$ cat config.mk
export PLATFORM = sky130hd
export DESIGN_NAME = acs_sequencer
export DESIGN_NICKNAME = d
export VERILOG_FILES = /design/src/acs_pkg.sv /design/src/acs_sequencer.sv
export SDC_FILE = /design/constraint.sdc
export NUM_CORES = 1
export LEC_CHECK = 0
export BUFFER_PORTS_ARGS = -buffer_cell sky130_fd_sc_hd__buf_2
export CAP_MARGIN = 20
export CORE_MARGIN = 3
export CORE_UTILIZATION = 30
export DETAILED_ROUTE_END_ITERATION = 8
export SETUP_SLACK_MARGIN = 0.05
export SLEW_MARGIN = 20
export SYNTH_ARGS = -nofsm -noshare
export SYNTH_HDL_FRONTEND = slang
export SYNTH_SLANG_ARGS = --single-unit
$ cat constraint.sdc
create_clock -name ref_clk -period 2.65 [get_ports ref_clk]
set_clock_uncertainty 0.2 [all_clocks]
set_input_delay 0 -clock ref_clk [delete_from_list [all_inputs] [get_ports ref_clk]]
set_output_delay 0 -clock ref_clk [all_outputs]
set_load 0.01 [all_outputs]
$ cat src/acs_pkg.sv
// What this block does
// - A conversion starts from a hardware start pulse or a software start bit write.
// - Hardware start rising edge enters hold and converts; an edge while settling is ignored, not deferred.
// - Every channel address load launches the settling pulse, shown on the cap pin.
// - The settling pulse goes low as soon as a serial write begins.
// - Settling countdown starts on the sixth serial clock falling edge of a write.
// - Hold entry and conversion start are blocked until settling ends.
// - Software starts always wait until the retriggered settling pulse has expired.
// - Conversion steps are paced only by the master clock input.
// - Conversion finishes within 5.9 us; then 2 us acquisition before next sample.
// - Self-clocking mode paces starts to at most 78 kHz.
// - Bipolar variant outputs twelve-bit twos complement, zero input gives zero code.
// - Unipolar variants output straight binary, zero at ground, all ones at top.
// - Software start bit set disables hardware start; clearing it re-enables it.
// - Register write takes effect after six serial clocks; early abort stores nothing.
// - Three address bits, most significant first, select one of eight channels.
// - Each conversion takes 14.5 master clock cycles, then the result register updates.
package acs_pkg;
   localparam int CLK_KHZ = 50000;
   localparam int CLK_PERIOD_NS = 20;
   localparam int CODE_W = 12;
   localparam int CHAN_W = 3;
   localparam int CTRL_BITS = 5;
   // Serial control word bit positions, first shifted bit is the channel msb
   localparam int POS_CHAN_MSB = 4;
   localparam int POS_SOFT_START = 1;
   localparam int POS_STANDBY = 0;
   localparam logic [2:0] LOAD_FALL_IDX = 3'h5;
   localparam logic [CTRL_BITS-1:0] CTRL_RESET = 5'h00;
   localparam logic [CODE_W-1:0] RESULT_RESET = 12'h000;
   localparam int SOFT_START_BIT_HALF_EDGES = 29;
   localparam int SOFT_START_BIT_MAX_NS = 5900;
   localparam int SOFT_START_BIT_MAX_CYCLES = SOFT_START_BIT_MAX_NS / CLK_PERIOD_NS;
   localparam int ACQ_NS = 2000;
   localparam int ACQ_CYCLES = (ACQ_NS + CLK_PERIOD_NS - 1) / CLK_PERIOD_NS;
   localparam int SELF_MAX_RATE_KHZ = 78;
   localparam int SELF_PACE_CYCLES = (CLK_KHZ + SELF_MAX_RATE_KHZ - 1) / SELF_MAX_RATE_KHZ;
   localparam int SETTLE_DEFAULT_CYCLES = 50;
   typedef enum logic [1:0] {ST_TRACK, ST_CONVERT, ST_ACQUIRE} acs_state_type;
endpackage

`timescale 1ns/1ps
module acs_settle_timer #(
   parameter int SETTLE_CYCLES = acs_pkg::SETTLE_DEFAULT_CYCLES
) (
   input wire logic ref_clk,
   input wire logic rst,
   input wire logic write_begin,
   input wire logic write_abort,
   input wire logic discharge,
   output logic active
);
   import acs_pkg::*;
   localparam int CNT_W = $clog2(SETTLE_CYCLES + 1);
   localparam logic [CNT_W-1:0] LAST = CNT_W'(SETTLE_CYCLES - 1);
   logic holding;
   logic counting;
   logic [CNT_W-1:0] count;

   always_ff @(posedge ref_clk)
   begin
      if (rst)
         holding <= 1'b0;
      else if (write_begin)
         holding <= 1'b1;
      else if (discharge || write_abort)
         holding <= 1'b0;
   end

   always_ff @(posedge ref_clk)
   begin
      if (rst)
      begin
         counting <= 1'b0;
         count <= '0;
      end
      else if (discharge)
      begin
         counting <= 1'b1;
         count <= '0;
      end
      else if (write_begin)
         counting <= 1'b0;
      else if (counting)
      begin
         if (count == LAST)
            counting <= 1'b0;
         count <= count + 1'b1;
      end
   end

   assign active = holding || counting;
endmodule

$ cat src/acs_sequencer.sv
`timescale 1ns/1ps
module acs_sequencer #(
   parameter int SETTLE_CYCLES = acs_pkg::SETTLE_DEFAULT_CYCLES,
   parameter bit BIPOLAR = 1'b1
) (
   input wire logic ref_clk,
   input wire logic rst,
   input wire logic hw_start_n,
   input wire logic write_frame_sync_n,
   input wire logic sclk,
   input wire logic sdata_in,
   input wire logic clk_in,
   input wire logic self_clock_mode,
   input wire logic [acs_pkg::CODE_W-1:0] sample_code,
   output logic settle_cap_pin,
   output logic [acs_pkg::CHAN_W-1:0] chan_sel,
   output logic soft_start_bit,
   output logic standby,
   output logic soft_start_bit_hold,
   output logic busy,
   output logic [acs_pkg::CODE_W-1:0] result,
   output logic done
);
   import acs_pkg::*;

   // Comparator code is offset binary; bipolar parts flip the msb
   function automatic logic [CODE_W-1:0] code_format(input logic [CODE_W-1:0] raw, input logic bip);
      code_format = bip ? {~raw[CODE_W-1], raw[CODE_W-2:0]} : raw;
   endfunction

   function automatic logic edge_of(input logic now, input logic prev, input logic rising);
      edge_of = rising ? (now && !prev) : (!now && prev);
   endfunction

   ////////////////////////////////////////////////////////////////////////////
   // Serial control write
   logic fs_prev;
   logic sclk_prev;
   logic hws_prev;
   logic clkin_prev;
   logic write_active;
   logic [2:0] fall_cnt;
   logic [CTRL_BITS-1:0] shift;
   logic write_begin;
   logic write_abort;
   logic sclk_fall;
   logic load_pulse;
   logic [CTRL_BITS-1:0] next_ctrl;
   logic settle_active;

   always_ff @(posedge ref_clk)
   begin
      if (rst)
      begin
         fs_prev <= 1'b1;
         sclk_prev <= 1'b1;
         hws_prev <= 1'b1;
         clkin_prev <= 1'b0;
      end
      else
      begin
         fs_prev <= write_frame_sync_n;
         sclk_prev <= sclk;
         hws_prev <= hw_start_n;
         clkin_prev <= clk_in;
      end
   end

   assign write_begin = edge_of(write_frame_sync_n, fs_prev, 1'b0);
   // Frame end before the committing fall, fifth fall included, is an abort
   assign write_abort = write_active && write_frame_sync_n && (fall_cnt <= LOAD_FALL_IDX);
   assign sclk_fall = write_active && !write_frame_sync_n && edge_of(sclk, sclk_prev, 1'b0);
   assign load_pulse = sclk_fall && (fall_cnt == LOAD_FALL_IDX);
   assign next_ctrl = shift;

   always_ff @(posedge ref_clk)
   begin
      if (rst)
      begin
         write_active <= 1'b0;
         fall_cnt <= '0;
         shift <= CTRL_RESET;
      end
      else if (write_begin)
      begin
         write_active <= 1'b1;
         fall_cnt <= '0;
      end
      else if (write_frame_sync_n)
         write_active <= 1'b0;
      else if (sclk_fall)
      begin
         if (fall_cnt < LOAD_FALL_IDX)
         begin
            shift <= {shift[CTRL_BITS-2:0], sdata_in};
            fall_cnt <= fall_cnt + 3'h1;
         end
         else
            write_active <= 1'b0;
      end
   end

   always_ff @(posedge ref_clk)
   begin
      if (rst)
      begin
         chan_sel <= CTRL_RESET[POS_CHAN_MSB -: CHAN_W];
         soft_start_bit <= CTRL_RESET[POS_SOFT_START];
         standby <= CTRL_RESET[POS_STANDBY];
      end
      else if (load_pulse)
      begin
         chan_sel <= next_ctrl[POS_CHAN_MSB -: CHAN_W];
         soft_start_bit <= next_ctrl[POS_SOFT_START];
         standby <= next_ctrl[POS_STANDBY];
      end
   end

   acs_settle_timer #(
      .SETTLE_CYCLES(SETTLE_CYCLES)
   ) u_settle (
      .ref_clk(ref_clk),
      .rst(rst),
      .write_begin(write_begin),
      .write_abort(write_abort),
      .discharge(load_pulse),
      .active(settle_active)
   );

   assign settle_cap_pin = !settle_active;

   ////////////////////////////////////////////////////////////////////////////
   // Start arbitration and pacing
   acs_state_type state;
   logic soft_pending;
   logic pace_ok;
   logic [$clog2(SELF_PACE_CYCLES+1)-1:0] pace_cnt;
   logic start_ok;
   logic hw_go;
   logic soft_go;
   logic start;
   logic [4:0] half_cnt;
   logic clkin_edge;
   logic soft_start_bit_end;
   logic [$clog2(ACQ_CYCLES+1)-1:0] acq_cnt;
   logic [CODE_W-1:0] held_code;

   assign pace_ok = !self_clock_mode || (pace_cnt == '0);
   assign start_ok = (state == ST_TRACK) && !settle_active && pace_ok;
   assign hw_go = edge_of(hw_start_n, hws_prev, 1'b1) && !soft_start_bit && start_ok;
   assign soft_go = soft_pending && start_ok;
   assign start = hw_go || soft_go;

   always_ff @(posedge ref_clk)
   begin
      if (rst)
         soft_pending <= 1'b0;
      else if (load_pulse && next_ctrl[POS_SOFT_START])
         soft_pending <= 1'b1;
      else if (soft_go)
         soft_pending <= 1'b0;
   end

   always_ff @(posedge ref_clk)
   begin
      if (rst)
         pace_cnt <= '0;
      else if (start)
         pace_cnt <= ($bits(pace_cnt))'(SELF_PACE_CYCLES - 1);
      else if (pace_cnt != '0)
         pace_cnt <= pace_cnt - 1'b1;
   end

   ////////////////////////////////////////////////////////////////////////////
   // Conversion sequence
   assign clkin_edge = clk_in != clkin_prev;
   assign soft_start_bit_end = (state == ST_CONVERT) && clkin_edge && (half_cnt == 5'(SOFT_START_BIT_HALF_EDGES - 1));

   always_ff @(posedge ref_clk)
   begin
      if (rst)
      begin
         state <= ST_TRACK;
         half_cnt <= '0;
         acq_cnt <= '0;
      end
      else
      begin
         case (state)
            ST_TRACK:
               if (start)
               begin
                  state <= ST_CONVERT;
                  half_cnt <= '0;
               end
            ST_CONVERT:
               if (soft_start_bit_end)
               begin
                  state <= ST_ACQUIRE;
                  acq_cnt <= '0;
               end
               else if (clkin_edge)
                  half_cnt <= half_cnt + 5'h01;
            ST_ACQUIRE:
               if (acq_cnt == ($bits(acq_cnt))'(ACQ_CYCLES - 1))
                  state <= ST_TRACK;
               else
                  acq_cnt <= acq_cnt + 1'b1;
            default:
               state <= ST_TRACK;
         endcase
      end
   end

   always_ff @(posedge ref_clk)
   begin
      if (rst)
         held_code <= RESULT_RESET;
      else if (start)
         held_code <= sample_code;
   end

   always_ff @(posedge ref_clk)
   begin
      if (rst)
      begin
         result <= RESULT_RESET;
         done <= 1'b0;
      end
      else
      begin
         done <= soft_start_bit_end;
         if (soft_start_bit_end)
            result <= code_format(held_code, BIPOLAR);
      end
   end

   assign soft_start_bit_hold = state == ST_CONVERT;
   assign busy = state != ST_TRACK;

   ////////////////////////////////////////////////////////////////////////////
   // Checks
   logic [15:0] since_start;
   always_ff @(posedge ref_clk)
   begin
      if (rst)
         since_start <= 16'hFFFF;
      else if (start)
         since_start <= 16'h0000;
      else if (since_start != 16'hFFFF)
         since_start <= since_start + 16'h0001;
   end

   a_hold_needs_settle: assert property (@(posedge ref_clk) disable iff (rst)
      $rose(soft_start_bit_hold) |-> !$past(settle_active)) else $error("Hold entered while settling");
   a_cap_low_write: assert property (@(posedge ref_clk) disable iff (rst)
      write_begin |=> !settle_cap_pin) else $error("Cap pin not low at write start");
   a_load_relaunch: assert property (@(posedge ref_clk) disable iff (rst)
      load_pulse |=> settle_active [*2]) else $error("Settling not running after load");
   a_abort_no_store: assert property (@(posedge ref_clk) disable iff (rst)
      write_abort |=> $stable(chan_sel) && $stable(soft_start_bit)) else $error("Aborted write stored");
   a_soft_blocks_hw: assert property (@(posedge ref_clk) disable iff (rst)
      soft_start_bit && !soft_pending && state == ST_TRACK |=> state == ST_TRACK) else $error("Hw start not ignored");
   a_acq_hold_off: assert property (@(posedge ref_clk) disable iff (rst)
      done |-> (state == ST_ACQUIRE && !soft_start_bit_hold) ##1 (state == ST_ACQUIRE) [*8]) else $error("Acquisition cut short");
   a_self_pace: assert property (@(posedge ref_clk) disable iff (rst)
      start && self_clock_mode |-> since_start >= 16'(SELF_PACE_CYCLES)) else $error("Self mode start too soon");
   a_done_format: assert property (@(posedge ref_clk) disable iff (rst)
      done |-> result == (BIPOLAR ? {~$past(held_code[CODE_W-1]), $past(held_code[CODE_W-2:0])}
                                  : $past(held_code))) else $error("Result coding wrong");
   a_soft_waits: assert property (@(posedge ref_clk) disable iff (rst)
      soft_go |-> !settle_active && $past(soft_pending)) else $error("Soft start before settle end");
endmodule

# Word level (Yosys, flattened, before mapping)
# Cells that the tools add are included.
# Widths: inputs -> output; s select.
[totals]
word_cells = 117
reg_bits = 76
in_bits = 20
[op_classes]
n_eq_ne = 14
order_cmp = 2
mux = 25
reduce_logical = 46
add_sub_neg = 5
n_bitwise = 3
[op_table]
columns = ["cell", "n"]
rows = [
  ["$mux 10", 2],
  ["$logic_and 1x1->1", 16],
  ["$mux 5", 3],
  ["$mux 7", 2],
  ["$pmux 7 s2", 1],
  ["$mux 1", 12],
  ["$reduce_bool 2->1", 6],
  ["$logic_not 10->1", 1],
  ["$pmux 5 s2", 1],
  ["$reduce_bool 10->1", 1],
  ["$sub 10x1->10 const B", 1],
  ["$reduce_and 3->1", 3],
  ["$ne 2x2->1 const B", 4],
  ["$reduce_and 4->1", 2],
  ["$add 7x1->7 const B", 1],
  ["$eq 7x7->1 const B", 1],
  ["$add 6x1->6 const B", 1],
  ["$eq 6x6->1 const B", 1],
  ["$logic_not 1->1", 6],
  ["$mux 2", 3],
  ["$pmux 2 s3", 1],
  ["$reduce_or 2->1", 3],
  ["$add 5x1->5 const B", 1],
  ["$eq 5x5->1 const B", 1],
  ["other kinds (14)", 21],
]

# Logic depth before layout (Yosys ltp)
# Gate-level depths: netlist (run 1).
[logic_depth]
ltp_word = 8
depth_mapped = 11

# By module
# Synthesis (run 1) repeated with hierarchy kept, for this count alone.
[hier_totals]
hier_cells = 362
hier_area_um2 = 3352.0
[modules_own_cells]
columns = ["mod", "instances", "seq_area_each_um2", "area_each_um2", "cells_per_inst"]
rows = [
  ["acs_sequencer", 1, 1361.3, 2972.9, 319],
  ["acs_settle_timer", 1, 160.2, 379.1, 43],
]

# Worst setup path after synthesis (run 1)
# OpenSTA, ideal clock, no wires.
[synth_timing]
kind = "register to register"
start = "register pace_cnt[0]"
end = "register half_cnt[4]"
setup_time_ns = 0.117
path_stages_with_launch = 10
path_buffers = 2
t_arrival_ns = 2.205
setup_slack_ns = 0.127
required_time_ns = 2.333
path_cell_list = "dfxtp_1 -> inv_1 -> ha_1 -> or3b_2 -> clkbuf_1 -> or4_1 -> buf_2 -> o211ai_2 -> o21ai_1 -> a32o_1"
[synth_between]
elab_chain_cells = 7
elab_cells_between_ends = 8
[synth_lines]
columns = ["element", "line", "text"]
rows = [
  ["start, declared", "acs_sequencer.sv:137", "logic [$clog2(SELF_PACE_CYCLES+1)-1:0] pace_cnt;"],
  ["start signal, assigned", "acs_sequencer.sv:169", "pace_cnt <= ($bits(pace_cnt))'(SELF_PACE_CYCLES - 1);"],
  ["start signal, assigned", "acs_sequencer.sv:171", "pace_cnt <= pace_cnt - 1'b1;"],
  ["$logic_not 10->1 *", "acs_sequencer.sv:148", "assign pace_ok = !self_clock_mode || (pace_cnt == '0);"],
  ["$logic_or 1x1->1 *", "acs_sequencer.sv:148", ""],
  ["$logic_and 1x1->1 *", "acs_sequencer.sv:149", "assign start_ok = (state == ST_TRACK) && !settle_active && pace_ok;"],
  ["$logic_and 1x1->1, on equally long branches", "acs_sequencer.sv:150, acs_sequencer.sv:151", ""],
  ["$logic_or 1x1->1 *", "acs_sequencer.sv:152", "assign start = hw_go || soft_go;"],
  ["$ne 2x2->1 (no source line) *", "--", ""],
  ["$reduce_and 4->1 (no source line) *", "--", ""],
  ["end signal, assigned", "acs_sequencer.sv:203", "half_cnt <= half_cnt + 5'h01;"],
  ["end, declared", "acs_sequencer.sv:142", "logic [4:0] half_cnt;"],
]
# Mark *: on every way between the ends. The rest lies on a longest branch, timed or not.
# A chain may end at the register's enable or synchronous reset.

# Final worst setup path (run 1)
[layout_timing]
start = "input port write_frame_sync_n"
end = "register shift[0], in the netlist next_ctrl[0]"
[layout_between]
elab_chain_cells = 4
elab_cells_between_ends = 7
[layout_lines]
columns = ["element", "line", "text"]
rows = [
  ["start, declared", "acs_sequencer.sv:9", "input wire logic write_frame_sync_n,"],
  ["$logic_not 1->1", "acs_sequencer.sv:32, acs_sequencer.sv:72", ""],
  ["$logic_and 1x1->1, on equally long branches", "acs_sequencer.sv:72, acs_sequencer.sv:32", ""],
  ["$logic_and 1x1->1 / $not 1->1 (equally long branches)", "--", ""],
  ["$reduce_and 4->1 (no source line) *", "--", ""],
  ["end signal, assigned", "acs_sequencer.sv:95", "shift <= {shift[CTRL_BITS-2:0], sdata_in};"],
  ["end, declared", "acs_sequencer.sv:43", "logic [CTRL_BITS-1:0] shift;"],
]
# Marks and branches as above.

==> summary.log, run 1 <==
INFO  outcome        outcome=completed
INFO  hold_path      holdCritPathClass=input pin to register
INFO  yosys          synth.net_count=392
INFO  timing         fin_setup_tns=0ns
INFO  critical_path  ff2ff_setup_slack=0.21ns
INFO  grt            globalRouteOverflowTotal=0
INFO  timing         hold_violations=0
INFO  hold_path      min-delay-start=hw_start_n
INFO  grt            grt_antenna_before_repair=0
INFO  critical_path  critical_register_to_register_path_startpoint=pace_cnt[0]
INFO  final_layout   layout-drive-gt1-share=0.185
INFO  yosys          synthCells=364
INFO  yosys          yosysTopAreaCell=dfxtp_1
INFO  place          portBuffers=40
INFO  clocking       clkSlewWorstSetupHoldPaths=0.09ns
INFO  yosys          ys_top_cells_by_area=dfxtp_1 49%, nand2_1 8.3%, a21oi_1 7.0%
INFO  clocking       cts_buffers=9
INFO  timing         finalCriticalPeriod=2.44ns
INFO  timing         timing.final.setup_violations=0
INFO  critical_path  rr_endpoint=held_code[3]
INFO  floorplanning  die_area=11700um2
INFO  clocking       clock_latency_on_the_worst_skew_pair=0.34ns
INFO  route          detailedRoute.firstPassIterationCount=4
INFO  clocking       cts_root_buffer=clkbuf_8
INFO  place          detailedPlacementHpwl=4.59mm
INFO  yosys          ys.flop_type=dfxtp_1
INFO  floorplanning  rows=36
INFO  critical_path  arrival=2.48ns
INFO  yosys          synth.ff_latch_count=76
INFO  power          p_leak=0.00152uW
INFO  timing         post-route-period-util=0.921
INFO  yosys          async_flop_share=0
INFO  critical_path  worst_setup_path_type=input pin to register
INFO  yosys          synth_top_area_share=0.486
INFO  yosys          synthMostInstantiatedCell=dfxtp_1
INFO  power          power-per-cell-area=690nW/um2
INFO  clocking       clock_tree.buffer_depth=2
INFO  timing         unrepaired_setup_endpoints_after_global_routing=no
INFO  route          detailed_route_wl=6.69mm
INFO  route          final_antenna_net_count=0
INFO  timing         worst-slew-pin-transition=0.617ns
INFO  final_layout   diodes=0
INFO  final_layout   final_cell_count_no_fill=561
INFO  route          post_drt_wl_per_cell=11.9um
INFO  hold_path      min_delay_worst_endpoint=hws_prev
INFO  floorplanning  ioPinCount=41
INFO  timing         timing.final.max_slew_violations=0
INFO  floorplanning  start_util=0.314
INFO  critical_path  worst_r2r_path_depth=9
INFO  yosys          yosys_warnings=0
INFO  yosys          seq_area_frac_synth=0.486
INFO  grt            grt_util_all_layers=0.125
INFO  critical_path  cp_data_required_time=2.69ns
INFO  clocking       numClockSinks=76
INFO  power          ir_worst_vdd=270uV
INFO  yosys          synth_enable_flop_cells=0
INFO  floorplanning  chipHeight=108um
INFO  floorplanning  die-width=108um
INFO  clocking       postCtsSetupRepairBufs=0
INFO  place          total_instance_count_after_detailed_placement=525
INFO  grt            grt_pass1_vias=2572
INFO  yosys          synthesized_area_divided_by_synthesized_cell_count=8.60um2
INFO  final_layout   num-nets-final=451
INFO  job            maxCapViolCount=0
INFO  yosys          yosysUniqueCellTypes=49
INFO  critical_path  critPathCaptureType=register
INFO  critical_path  worst-path-max-fanout=5
INFO  yosys          synth_commonest_cells=76 x dfxtp_1, 69 x nand2_1, 44 x a21oi_1, 31 x nor2_1, 14 x clkbuf_1
INFO  timing         fin_hold_ws=0.198ns
INFO  route          vias_per_cell=4.69
INFO  place          gp_congestion=0.789
INFO  final_layout   p_r_area_growth_vs_syn=23.8%
INFO  clocking       cts_tree=built
INFO  final_layout   final_util=0.389
INFO  critical_path  worst_setup_path_start_kind=input pin
INFO  grt            grt_first_pass_wirelength=11.7mm
INFO  timing         max_slew_margin_vs_limit=0.584
INFO  yosys          syn_area=3130um2
INFO  timing         clock.fmax=410MHz
INFO  route          routed-via-count=2629
INFO  hold_path      hold_depth=3
INFO  clocking       cts.htree.levels=3
INFO  grt            pin_count_of_the_biggest_net_entering_global_routing=34
INFO  route          route.detailed.drc=0
INFO  floorplanning  core=9950um2
INFO  route          initialDrtViolationCount=149
[state kept, by name (all words and copies together) (netlist names)]
name and cells:
half_cnt 5, clkin_prev 1, fs_prev 1, u_settle.count 6
result 12, state 2, write_active 1, u_settle.holding 1
u_settle.counting 1, soft_pending 1, chan_sel 3, sclk_prev 1
standby 1, fall_cnt 3, next_ctrl 5, acq_cnt 7
pace_cnt 10, hws_prev 1, soft_start_bit 1, done 1
held_code 12
[critical path: stages]
cell and delay (ns):
dlygate4sd3_1 0.53, buf_2 0.15, nor4bb_1 0.29, buf_4 0.19
nand2_1 0.10, or3_4 0.42, mux2i_1 0.16, nor2_1 0.05
dlygate4sd3_1 0.59
[cell usage in the layout (no fill, tap or decap), types with 4 or more instances in the layout]
master | synthesis | layout
dfxtp_1 | 76 | 76
nand2_1 | 69 | 69
a21oi_1 | 44 | 44
buf_2 | 1 | 40
nor2_1 | 31 | 31
dlygate4sd3_1 | 0 | 20
o21ai_0 | 11 | 11
nor3_1 | 11 | 11
inv_1 | 10 | 10
clkbuf_8 | 0 | 9
xor2_1 | 8 | 8
ha_1 | 8 | 8
xnor2_1 | 7 | 7
nand3_1 | 6 | 6
mux2i_1 | 6 | 6
nand4_1 | 6 | 6
buf_4 | 0 | 6
nand2b_1 | 4 | 4
or2_2 | 4 | 4
and3_1 | 4 | 4
or3_1 | 5 | 4
[layer usage]
metal | share of wire | GRT usage | vias up
li1 | - | - | 1360
met1 | 0.46 | 0.145 | 1219
met2 | 0.49 | 0.218 | 38
met3 | 0.031 | 0.0328 | 12
met4 | 0.022 | 0.0496 | 0
met5 | 0 | 0 | -
[final cells by class]
class                           count  area (um2)
Sequential cell                    76        1520
Timing Repair Buffer               67         465
Fill cell                        1015        6080
Inverter                           10        37.5
Clock inverter                      6        71.3
Tap cell                          133         166
Clock buffer                       10         128
Multi-Input combinational cell    259        1490
[worst max path at each step]
stage / from / to / slack [ns] / cells after the start
2_1_floorplan: pace_cnt[0] / half_cnt[4] / 0.13 / 9
3_3_place_gp: pace_cnt[0] / half_cnt[1] / 0.21 / 7
3_5_place_dp: pace_cnt[0] / half_cnt[1] / 0.13 / 7
4_1_cts: pace_cnt[0] / half_cnt[1] / 0.13 / 7
5_1_grt: pace_cnt[0] / held_code[6] / 0.08 / 9
6_report: write_frame_sync_n / next_ctrl[0] / 0.21 / 9
[metrics by stage]
stage | instance area (um2) | power, uW | worst slack, ns
after floorplan | 3130 | 1650 | 0.127
after global placement | 3470 | 1770 | 0.206
after detailed placement | 3470 | 1780 | 0.134
after CTS | 3860 | 2700 | 0.127
after global routing | 3870 | 2840 | 0.0810
final | 3870 | 2670 | 0.210
[logic make-up (layout without fill, tap and decap cells)]
group,count (synthesis),after routing,share of synthesized area
flip-flops,76,76,0.486
adder cells (fa/ha/maj),8,8,0.0320
AND/OR/NAND/NOR,158,158,0.242
buffers and inverters,29,93,0.0424
AO/OA/AOI/OAI,70,70,0.130
XOR/XNOR,15,15,0.0420
multiplexers,8,8,0.0264
[power by group]
part,switching (uW),internal [uW],leakage (uW)
clock,447,444,0.0000935
combinational,251,265,0.000810
sequential,56.3,1210,0.000616
total,755,1920,0.00152
[repair_timing]
item / CTS / global route
setup endpoints to repair: 0 / 8
hold buffers: 20 / 0
resized for setup: 0 / 3
hold endpoints to repair: 43 / 0
No activity file was read; power rests on OpenSTA's default activity.
==> run 2, diff against run 1 <==
- GPL_TIMING_DRIVEN: default -> 0
- PLACE_DENSITY_LB_ADDON: default -> 0.15
==> run 2 against run 1 <==
Effect of this change: total power is 3.7% higher; flip-flop and latch count did not move; critical path depth is 1 lower; global-route usage is 1.6 points higher; hold slack got worse by 0.18 ns; utilization rose by 0.63 points; critical path type is now register to register.
==> summary.log, run 2 (synthesized netlist as in run 1, its figures left out) <==
INFO  hold_path      hold_depth=3 [unchanged]
INFO  timing         max_slew_margin_vs_limit=0.460 [-0.124]
INFO  timing         unrepaired_setup_endpoints_after_global_routing=no
INFO  grt            grt_antenna_before_repair=0 [unchanged]
INFO  grt            grt_pass1_vias=2628 [+2.2%]
INFO  route          detailed_route_wl=7.47mm [+12%]
INFO  grt            pin_count_of_the_biggest_net_entering_global_routing=14 [-59%]
INFO  power          ir_worst_vdd=368uV [+36%]
INFO  final_layout   top_regs=held_code (12), result (12), pace_cnt (10)
INFO  clocking       clock_tree.buffer_depth=2 [unchanged]
INFO  critical_path  critPathCaptureType=register
INFO  route          initialDrtViolationCount=120 [-19%]
INFO  route          detailedRoute.firstPassIterationCount=4 [unchanged]
INFO  job            maxCapViolCount=0 [unchanged]
INFO  final_layout   final_design_area_no_fill=3940um2 [+1.6%]
INFO  hold_path      holdCritPathClass=input pin to register
INFO  grt            grt_util_all_layers=0.141 [+0.0162]
INFO  timing         finalCriticalPeriod=2.49ns [+0.0536 ns]
INFO  critical_path  crit_path_frequent_cell=buf_6
INFO  final_layout   final_cell_count_no_fill=573 [+2.1%]
INFO  critical_path  arrival=2.50ns [+0.02 ns]
INFO  place          portBuffers=39 [-2.5%]
INFO  floorplanning  start_util=0.314 [unchanged]
INFO  floorplanning  ioPinCount=41 [unchanged]
INFO  route          vias_per_cell=4.64 [-1.0%]
INFO  final_layout   final_cell_mix=75 x dfxtp_1, 69 x nand2_1, 44 x a21oi_1
INFO  critical_path  wp_buf_inv=3 [-1]
INFO  clocking       numClockSinks=76 [unchanged]
INFO  final_layout   num-nets-final=463 [+2.7%]
INFO  timing         hold_violations=0 [unchanged]
INFO  route          final_antenna_net_count=0 [unchanged]
INFO  place          detailedPlacementHpwl=5.17mm [+13%]
INFO  floorplanning  core=9950um2 [unchanged]
INFO  critical_path  worst-path-max-fanout=10 [+5]
INFO  timing         worst-slew-pin-transition=0.803ns [+0.186 ns]
INFO  clocking       cts_tree=built
INFO  critical_path  cpMaxStageDelayCell=or4_4
INFO  clocking       cts_root_buffer=clkbuf_8
INFO  clocking       clkSlewWorstSetupHoldPaths=0.08ns [about the same]
INFO  floorplanning  die_area=11700um2 [unchanged]
INFO  timing         setup_slack=0.157ns [-0.0536 ns]
INFO  timing         post-route-period-util=0.941 [+0.0202]
INFO  critical_path  path_cells=or4_4, or4_1, buf_4, a21o_1, buf_6, buf_6, nand2_1, a21oi_1
INFO  timing         fin_setup_tns=0ns [unchanged]
INFO  clocking       cts.htree.levels=3 [unchanged]
INFO  floorplanning  chipHeight=108um [unchanged]
INFO  route          routed-via-count=2658 [+1.1%]
INFO  final_layout   diodes=0 [unchanged]
INFO  final_layout   p_r_area_growth_vs_syn=25.8%
INFO  critical_path  worstSetupPathDepth=8 [-1]
INFO  route          route.detailed.drc=0 [unchanged]
INFO  place          place_worst_setup_slack=-0.0809ns [-0.215 ns]
INFO  timing         timing.final.setup_violations=0 [unchanged]
INFO  outcome        outcome=completed
INFO  route          post_drt_wl_per_cell=13.0um [+9.2%]
INFO  timing         fin_hold_ws=0.0129ns [-0.185 ns]
INFO  final_layout   layout-drive-gt1-share=0.173 [-0.0119]
INFO  timing         clock.fmax=401MHz [-2.1%]
INFO  place          total_instance_count_after_detailed_placement=536 [+2.1%]
INFO  power          power-per-cell-area=704nW/um2 [+2.0%]
INFO  critical_path  worst_setup_path_type=register to register
INFO  floorplanning  die-width=108um [unchanged]
INFO  critical_path  cp_peak_stage_delay=0.57ns [-0.02 ns]
INFO  critical_path  path_delay_family=simple AND/OR/NAND/NOR gates
INFO  timing         timing.final.max_slew_violations=0 [unchanged]
INFO  clocking       clock_latency_on_the_worst_skew_pair=0.35ns [about the same]
INFO  grt            grt_first_pass_wirelength=12.9mm [+11%]
INFO  final_layout   final_common_cell=dfxtp_1
INFO  power          p_leak=0.00154uW [+1.1%]
INFO  grt            globalRouteOverflowTotal=0 [unchanged]
INFO  critical_path  worst_setup_path_start_kind=register
INFO  critical_path  worst_r2r_path_depth=8 [-1]
INFO  place          gp_congestion=0.783 [-0.77%]
INFO  floorplanning  rows=36 [unchanged]
INFO  critical_path  cp_data_required_time=2.66ns [-0.03 ns]
INFO  clocking       cts_buffers=9 [unchanged]
INFO  place          placed_cell_area=3490um2 [+0.72%]
-- run 2: cell count changes in the layout (fill, tap and decap cells not counted), sizes merged --
cell,before,now
dlygate4sd3,20,19
clkbuf,10,23
clkinv,1,2
inv,12,10
bufinv,1,2
-- run 2: layout make-up --
cell class / count / area [um2]
multi-input combinational: 259 / 1490
tap: 133 / 166
buffer: 18 / 93.8
sequential: 76 / 1520
inverter: 10 / 37.5
clock buffer: 10 / 128
clock inverter: 6 / 88.8
timing repair buffer: 61 / 408
fill: 1039 / 6020
-- run 2: path summary, 6_finish.rpt --
check           startpoint             to  slack [ns]
min                    rst   write_active        0.01
max reg2reg    pace_cnt[7]  held_code[11]        0.16
max            pace_cnt[7]  held_code[11]        0.16
min reg2reg  held_code[11]     result[11]        0.24
-- run 2: per-layer routing --
metal / vias to the layer above / GRT usage / wire length [um]
li1: 1383 / - / -
met1: 1233 / 0.177 / 3570
met2: 40 / 0.234 / 3600
met3: 2 / 0.0400 / 256
met4: 0 / 0.0433 / 40
met5: - / 0 / 0
-- run 2: through the flow --
step	total power [uW]	util
final	2770	0.396
after global placement	1750	0.351
after detailed placement	1760	0.351
after CTS	2780	0.393
after global routing	2940	0.396
after floorplan	1650	-
-- run 2: repair_timing --
item | 4_1_cts | 5_1_grt
endpoints found under the hold margin | 24 | 0
gates resized for setup | 2 | 4
setup buffers | 1 | 2
pin swaps | 1 | 0
hold buffers | 19 | 0
endpoints found under the setup margin | 20 | 10
-- run 2: power by group --
part	switching, uW	leakage [uW]	total, uW	internal (uW)
logic	269	0.000818	538	269
clock network	436	0.000102	967	530
registers	56.3	0.000616	1270	1210
-- run 2: worst reg2reg max path, stage by stage (launching register included) --
cell and delay, ns:
dfxtp_1 0.33, or4_4 0.57, or4_1 0.49, buf_4 0.18, a21o_1 0.19, buf_6 0.14, buf_6 0.15, nand2_1 0.07
a21oi_1 0.05
